$ cat src/logic/ccs_cfg.svh
/*
 * Constants of the conversion count store: timing, counter stage limits,
 * time-slot codes and reset values.
 * Assumes inclusion by bare name from the design files only.
 */
`ifndef CCS_CFG_SVH
`define CCS_CFG_SVH

// ----------------------------------------
// Timing
// ----------------------------------------
`define CCS_CLK_HZ 40000000
`define CCS_OSC_HZ 80000
`define CCS_OSC_DIV (`CCS_CLK_HZ / `CCS_OSC_HZ)
`define CCS_TRIG_HZ 2000

// ----------------------------------------
// Counter stages
// ----------------------------------------
`define CCS_FULL_COUNT 14'h1f40
`define CCS_DECADE_TOP 4'h9
`define CCS_EIGHT_TOP 4'h7

// ----------------------------------------
// Time slots and reset values
// ----------------------------------------
`define CCS_SLOT_ONES 2'h0
`define CCS_SLOT_TENS 2'h1
`define CCS_SLOT_HUND 2'h2
`define CCS_SLOT_THOU 2'h3
`define CCS_DIGIT_RST 4'h0
`define CCS_MINUS_N_RST 1'b1

`endif

$ cat src/logic/ccs_pkg.sv
/*
 * Types shared by the conversion count store modules.
 * Assumes nothing of its surroundings.
 */
package ccs_pkg;

    // BCD count, 1-2-4-8 weighted digits
    typedef struct packed {
        logic [3:0] thou;
        logic [3:0] hund;
        logic [3:0] tens;
        logic [3:0] ones;
    } bcd_count_t;

    typedef enum logic [1:0] {
        CONV_IDLE = 2'b01,
        CONV_RUN = 2'b10
    } conv_state_t;

endpackage

$ cat src/logic/conversion_count_store.sv
/*
 * Counting and result-storage path of a digitising meter: clock divider,
 * decade counter, conversion pulse control, polarity flag and digit memory.
 * Assumes zero crossing and polarity inputs synchronous to core_clk_i,
 * and time-slot selection from the readout logic.
 */
`timescale 1ns/100ps
`default_nettype none
`include "ccs_cfg.svh"

module conversion_count_store
    import ccs_pkg::*;
#(
    parameter int OSC_DIV = `CCS_OSC_DIV
) (
    input wire logic core_clk_i,
    input wire logic rstn_i,
    input wire logic zero_cross_i,
    input wire logic input_negative_i,
    input wire logic [1:0] slot_i,
    output logic last_count_o,
    output logic temp_trig_o,
    output logic conv_pulse_o,
    output logic store_cmd_o,
    output logic [3:0] digit_o,
    output logic minus_n_o
);

    localparam int DIV_W = $clog2(OSC_DIV);
    localparam logic [DIV_W-1:0] DIV_LAST = DIV_W'(OSC_DIV - 1);

    // One counter stage: returns {carry, next digit}
    function automatic logic [4:0] stage_step(input logic [3:0] d, input logic [3:0] top, input logic en);
        if (!en) begin
            return {1'b0, d};
        end
        if (d == top) begin
            return {1'b1, 4'h0};
        end
        return {1'b0, d + 4'h1};
    endfunction

    // ----------------------------------------
    // Oscillator and divide by two
    // ----------------------------------------
    logic [DIV_W-1:0] osc_cnt_q, osc_cnt_d;
    logic half_q, half_d;
    logic osc_tick, count_tick;

    always_comb begin
        osc_tick = (osc_cnt_q == DIV_LAST);
        osc_cnt_d = osc_tick ? '0 : osc_cnt_q + 1'b1;
        half_d = half_q ^ osc_tick;
        count_tick = osc_tick && half_q;
    end

    always_ff @(posedge core_clk_i or negedge rstn_i) begin
        if (!rstn_i) begin
            osc_cnt_q <= '0;
            half_q <= 1'b0;
        end else begin
            osc_cnt_q <= osc_cnt_d;
            half_q <= half_d;
        end
    end

    // ----------------------------------------
    // Decade counter
    // ----------------------------------------
    bcd_count_t cnt_q, cnt_d;
    logic last_q, last_d;
    logic trig_q, trig_d;
    logic [4:0] s0, s1, s2, s3;

    // Free-running; no hold input because conversions repeat every cycle
    always_comb begin
        s0 = stage_step(cnt_q.ones, `CCS_DECADE_TOP, count_tick);
        s1 = stage_step(cnt_q.tens, `CCS_DECADE_TOP, s0[4]);
        s2 = stage_step(cnt_q.hund, `CCS_DECADE_TOP, s1[4]);
        s3 = stage_step(cnt_q.thou, `CCS_EIGHT_TOP, s2[4]);
        cnt_d = '{thou: s3[3:0], hund: s2[3:0], tens: s1[3:0], ones: s0[3:0]};
        last_d = s3[4];
        trig_d = s0[4] && !cnt_q.tens[0];
    end

    always_ff @(posedge core_clk_i or negedge rstn_i) begin
        if (!rstn_i) begin
            cnt_q <= '0;
            last_q <= 1'b0;
            trig_q <= 1'b0;
        end else begin
            cnt_q <= cnt_d;
            last_q <= last_d;
            trig_q <= trig_d;
        end
    end

    // ----------------------------------------
    // Conversion pulse and polarity
    // ----------------------------------------
    conv_state_t state_q, state_d;
    logic conv_q, conv_d;
    logic store_q, store_d;
    logic minus_n_q, minus_n_d;

    // A new full count wins over a late zero crossing: restart, never store stale
    always_comb begin
        state_d = state_q;
        store_d = 1'b0;
        minus_n_d = minus_n_q;
        unique case (state_q)
            CONV_IDLE: begin
                if (last_q) begin
                    state_d = CONV_RUN;
                end
            end
            CONV_RUN: begin
                if (!last_q && zero_cross_i) begin
                    state_d = CONV_IDLE;
                    store_d = 1'b1;
                    minus_n_d = !input_negative_i;
                end
            end
            default: state_d = CONV_IDLE;
        endcase
        conv_d = (state_d == CONV_RUN);
    end

    always_ff @(posedge core_clk_i or negedge rstn_i) begin
        if (!rstn_i) begin
            state_q <= CONV_IDLE;
            conv_q <= 1'b0;
            store_q <= 1'b0;
            minus_n_q <= `CCS_MINUS_N_RST;
        end else begin
            state_q <= state_d;
            conv_q <= conv_d;
            store_q <= store_d;
            minus_n_q <= minus_n_d;
        end
    end

    // ----------------------------------------
    // Digit memory
    // ----------------------------------------
    digit_store u_store (
        .core_clk_i(core_clk_i),
        .rstn_i(rstn_i),
        .count_tick_i(count_tick),
        .store_req_i(store_q),
        .count_i(cnt_q),
        .slot_i(slot_i),
        .digit_o(digit_o)
    );

    assign last_count_o = last_q;
    assign temp_trig_o = trig_q;
    assign conv_pulse_o = conv_q;
    assign store_cmd_o = store_q;
    assign minus_n_o = minus_n_q;

    logic [13:0] gap_q;
    logic [DIV_W:0] tick_gap_q;
    logic seen_q;

    always_ff @(posedge core_clk_i or negedge rstn_i) begin
        if (!rstn_i) begin
            gap_q <= '0;
            tick_gap_q <= '0;
            seen_q <= 1'b0;
        end else begin
            gap_q <= last_q ? 14'h0 : gap_q + {13'h0, count_tick};
            tick_gap_q <= count_tick ? '0 : tick_gap_q + 1'b1;
            seen_q <= seen_q | last_q;
        end
    end
endmodule
`default_nettype wire

$ cat src/logic/digit_store.sv
/*
 * Store strobe delay stage, digit storage registers and time-slot multiplexer.
 * Assumes a one-cycle store request and a one-cycle counter tick on the same clock.
 */
`timescale 1ns/100ps
`default_nettype none
`include "ccs_cfg.svh"

module digit_store
    import ccs_pkg::*;
(
    input wire logic core_clk_i,
    input wire logic rstn_i,
    input wire logic count_tick_i,
    input wire logic store_req_i,
    input wire bcd_count_t count_i,
    input wire logic [1:0] slot_i,
    output logic [3:0] digit_o
);

    // ----------------------------------------
    // Delay stage and storage
    // ----------------------------------------
    logic pend_q, pend_d;
    bcd_count_t stored_q, stored_d;
    logic [3:0] digit_q, digit_d;
    logic load;

    // Capture waits for a counter tick so the count has settled
    always_comb begin
        load = pend_q && count_tick_i;
        pend_d = pend_q;
        if (load) begin
            pend_d = 1'b0;
        end
        if (store_req_i) begin
            pend_d = 1'b1;
        end
        stored_d = stored_q;
        if (load) begin
            stored_d = count_i;
        end
        unique case (slot_i)
            `CCS_SLOT_ONES: digit_d = stored_q.ones;
            `CCS_SLOT_TENS: digit_d = stored_q.tens;
            `CCS_SLOT_HUND: digit_d = stored_q.hund;
            `CCS_SLOT_THOU: digit_d = stored_q.thou;
        endcase
    end

    always_ff @(posedge core_clk_i or negedge rstn_i) begin
        if (!rstn_i) begin
            pend_q <= 1'b0;
            stored_q <= '0;
            digit_q <= `CCS_DIGIT_RST;
        end else begin
            pend_q <= pend_d;
            stored_q <= stored_d;
            digit_q <= digit_d;
        end
    end

    assign digit_o = digit_q;
endmodule
`default_nettype wire

$ cat config.mk
export PLATFORM = sky130hd
export DESIGN_NAME = conversion_count_store
export DESIGN_NICKNAME = d
export VERILOG_FILES = /design/src/logic/ccs_pkg.sv /design/src/logic/conversion_count_store.sv /design/src/logic/digit_store.sv
export VERILOG_INCLUDE_DIRS = /design/src /design/src/logic
export SDC_FILE = /design/constraint.sdc
export NUM_CORES = 1
export LEC_CHECK = 0
export BUFFER_PORTS_ARGS = -buffer_cell sky130_fd_sc_hd__buf_2
export CAP_MARGIN = 30
export CORE_MARGIN = 3
export CORE_UTILIZATION = 30
export DETAILED_ROUTE_END_ITERATION = 12
export PLACE_DENSITY = 0.49
export SLEW_MARGIN = 20
export SYNTH_ARGS = -nofsm -noshare
export SYNTH_HDL_FRONTEND = slang
export SYNTH_HIERARCHICAL = 1
export SYNTH_SLANG_ARGS = --single-unit
$ cat constraint.sdc
create_clock -name core_clk_i -period 3.04 [get_ports core_clk_i]
set_input_delay 0.608 -clock core_clk_i [delete_from_list [all_inputs] [get_ports core_clk_i]]
set_output_delay 0.608 -clock core_clk_i [all_outputs]
set_load 0.05 [all_outputs]
==> results.toml <==
[timing]
slew_headroom = 0.523
final_hold_viol_count = 0
rsz0062_at_grt = "false"
clock.fmax_mhz = 409
fin_skew_ns = 0.00841
tns_ns = 0
setup_viol = 0
worst_pin_slew_ns = 0.716
period_share = 0.804
fin_crit_ns = 2.44
maxSlewViolCount = 0

[finish]
drive_above_1_share = 0.233
layoutNonFillerInstCount = 324
register_area_um2 = 1350
antennaDiodeCount = 0
fin_area_um2 = 2890
layout_commonest_cell = "dfrtp_1"
nets = 235
multi_input_area_um2 = 1140
area_delta_synth_final_pct = 11.0
layout_common_cells = "52 x dfrtp_1, 14 x buf_2, 11 x inv_1, 11 x nor2_1, 11 x ha_1"
num-fill-cells = 815

[cts]
cts-hold-fix-buffers = 0
cts_made_buffers = 5
cts_sinks = 54
cts.repair.resized = 0
cts.path.max_buffers = 2
cts_tree = "done"
clk_latency_ns = 0.31
post_cts_buffers = 0
clk_pin_slew_worst_paths_ns = 0.10
h-tree-depth = 2
cts_root_buf = "clkbuf_8"

[routing]
drt-wirelength-per-cell_um = 14.1
drt_iter0_drc = 69
top_layer = "met4"
via_per_inst = 4.90
finalWirelength_mm = 4.57
dr_wl_met3_um = 113
wl_met2_mm = 2.11
drt.antenna.violating_nets = 0
remaining_drc_errors = 0
firstDrtPassIters = 4
wl_met1_mm = 2.27
vias = 1587

[status]
status = "complete, no violations"

[worst_setup_path]
worstSetupEndpointType = "flip-flop"
regToRegSetupSlack_ns = 0.60
cp.arrival_ns = 2.64
crit_required_ns = 3.23
start_kind = "flip-flop"
crit_type = "reg -> reg"
rr_endpoint = "cnt_q[15]"
reg2reg_depth = 7
r2r_start = "osc_cnt_q[0]"
cp_max_fo = 11

[place]
gp_routability_congestion = 0.749
hpwl_mm = 3.36
port_buffers = 14
dp_cells = 316
placed_area_um2 = 2780

[yosys]
synth_area_um2 = 2600
ys_ff_latch = 54
synth-edff-count = 0
async_reset_ff_frac = 1.00
synth.distinct_cells = 54
synth-main-ff-cell = "dfrtp_1"
netlist_instances = 199
synth_warnings = 6
ys_seq_area_frac = 0.520
synth.avg_cell_area_um2 = 13.1
synth_nets = 216

[grt]
grt_usage = 0.103
grt_max_degree = 30
grt-ovfl-total = 0
grt_pass1_wl_mm = 8.15
antenna_found_initial = 0
grt_pass1_vias = 1611

[power]
ir_drop_mv = 0.207
powerDensity_nw_per_um2 = 417
p_leak_nw = 1.51
power_mw = 1.20

[hold_path]
worstHoldPathType = "in -> async"

[run]
cap_violations = 0

[floorplanning]
start_util = 0.313
rows = 33
die_x_um = 99.1
core-area_um2 = 8300
dieHeight_um = 99.1
dieArea_um2 = 9820
ios = 15
[flip-flops by register name, indices dropped and copies added (netlist names)]
signal and cells:
last_count_o 1, u_store/digit_o 4, store_cmd_o 1, u_store/stored_q 16
temp_trig_o 1, state_q 2, minus_n_o 1, half_q 1
osc_cnt_q 9, u_store/pend_q 1, conv_pulse_o 1, cnt_q 16
[logic make-up (layout without fill, tap and decap cells)]
kind of cell    count (synthesis)  after routing  share of synthesized area
buf+inv                        16             36                     0.0394
xor+xnor                        6              6                     0.0202
simple gates                   61             61                      0.155
fa+ha+maj                      11             11                     0.0529
flops                          54             54                      0.520
compound gates                 27             27                     0.0726
mux                            24             24                      0.139
[worst max-delay path by stage]
stage,start,end,slack [ns],cells past startpoint
2_1_floorplan,osc_cnt_q[0],cnt_q[15],0.65,9
3_3_place_gp,osc_cnt_q[0],cnt_q[15],0.66,7
3_5_place_dp,osc_cnt_q[0],cnt_q[15],0.58,7
4_1_cts,osc_cnt_q[0],cnt_q[15],0.57,7
5_1_grt,osc_cnt_q[0],cnt_q[15],0.43,7
6_report,osc_cnt_q[0],cnt_q[15],0.60,7
[per-stage QoR]
| step | hold slack, ns | util | setup slack (ns) |
|---|---|---|---|
| 3_5_place_dp | 0.457 | 0.335 | 0.577 |
| 2_1_floorplan | 0.312 | - | 0.648 |
| 3_3_place_gp | 0.449 | 0.335 | 0.656 |
| 4_1_cts | 0.367 | 0.348 | 0.567 |
| 5_1_grt | 0.381 | 0.348 | 0.431 |
| 6_report | 0.347 | 0.348 | 0.596 |
[synth_stat cells (4+ instances only)]
| master | count | share of area |
|---|---|---|
| o21ai_1 | 7 | 0.013 |
| nand2_1 | 8 | 0.012 |
| inv_1 | 11 | 0.016 |
| nand3b_1 | 5 | 0.014 |
| dfrtp_1 | 52 | 0.50 |
| mux2_2 | 6 | 0.026 |
| mux2_4 | 10 | 0.058 |
| nand3_1 | 10 | 0.019 |
| xnor2_1 | 4 | 0.013 |
| nor2_1 | 11 | 0.016 |
| ha_1 | 11 | 0.053 |
[report_power, final]
| group | switching [mW] | internal (mW) | total [mW] | leakage, nW |
|---|---|---|---|---|
| combinational | 0.0178 | 0.00682 | 0.0247 | 0.717 |
| clock | 0.230 | 0.230 | 0.461 | 0.0575 |
| sequential | 0 | 0.718 | 0.718 | 0.733 |
| total | 0.248 | 0.955 | 1.20 | 1.51 |
[critical path: stages (launching register included)]
cell and delay (ns):
dfrtp_1 0.39, ha_1 0.26, and4bb_1 0.27, and3_1 0.25, ha_1 0.26, nand4b_4 0.23, nor4_4 0.31, mux2_1 0.35
[routing by layer]
metal,global-route usage,vias to the layer above
li1,-,766
met1,0.145,803
met2,0.157,12
met3,0.0245,6
met4,0.0347,0
met5,0,-
[layout make-up]
cell class | instances | share of cell area
multi-input cells | 129 | 0.397
flip-flops and latches | 54 | 0.469
repair buffers | 17 | 0.0364
well taps | 105 | 0.0455
clock buffers | 8 | 0.0381
inverters | 11 | 0.0143
(Power assumes the default switching activity.)
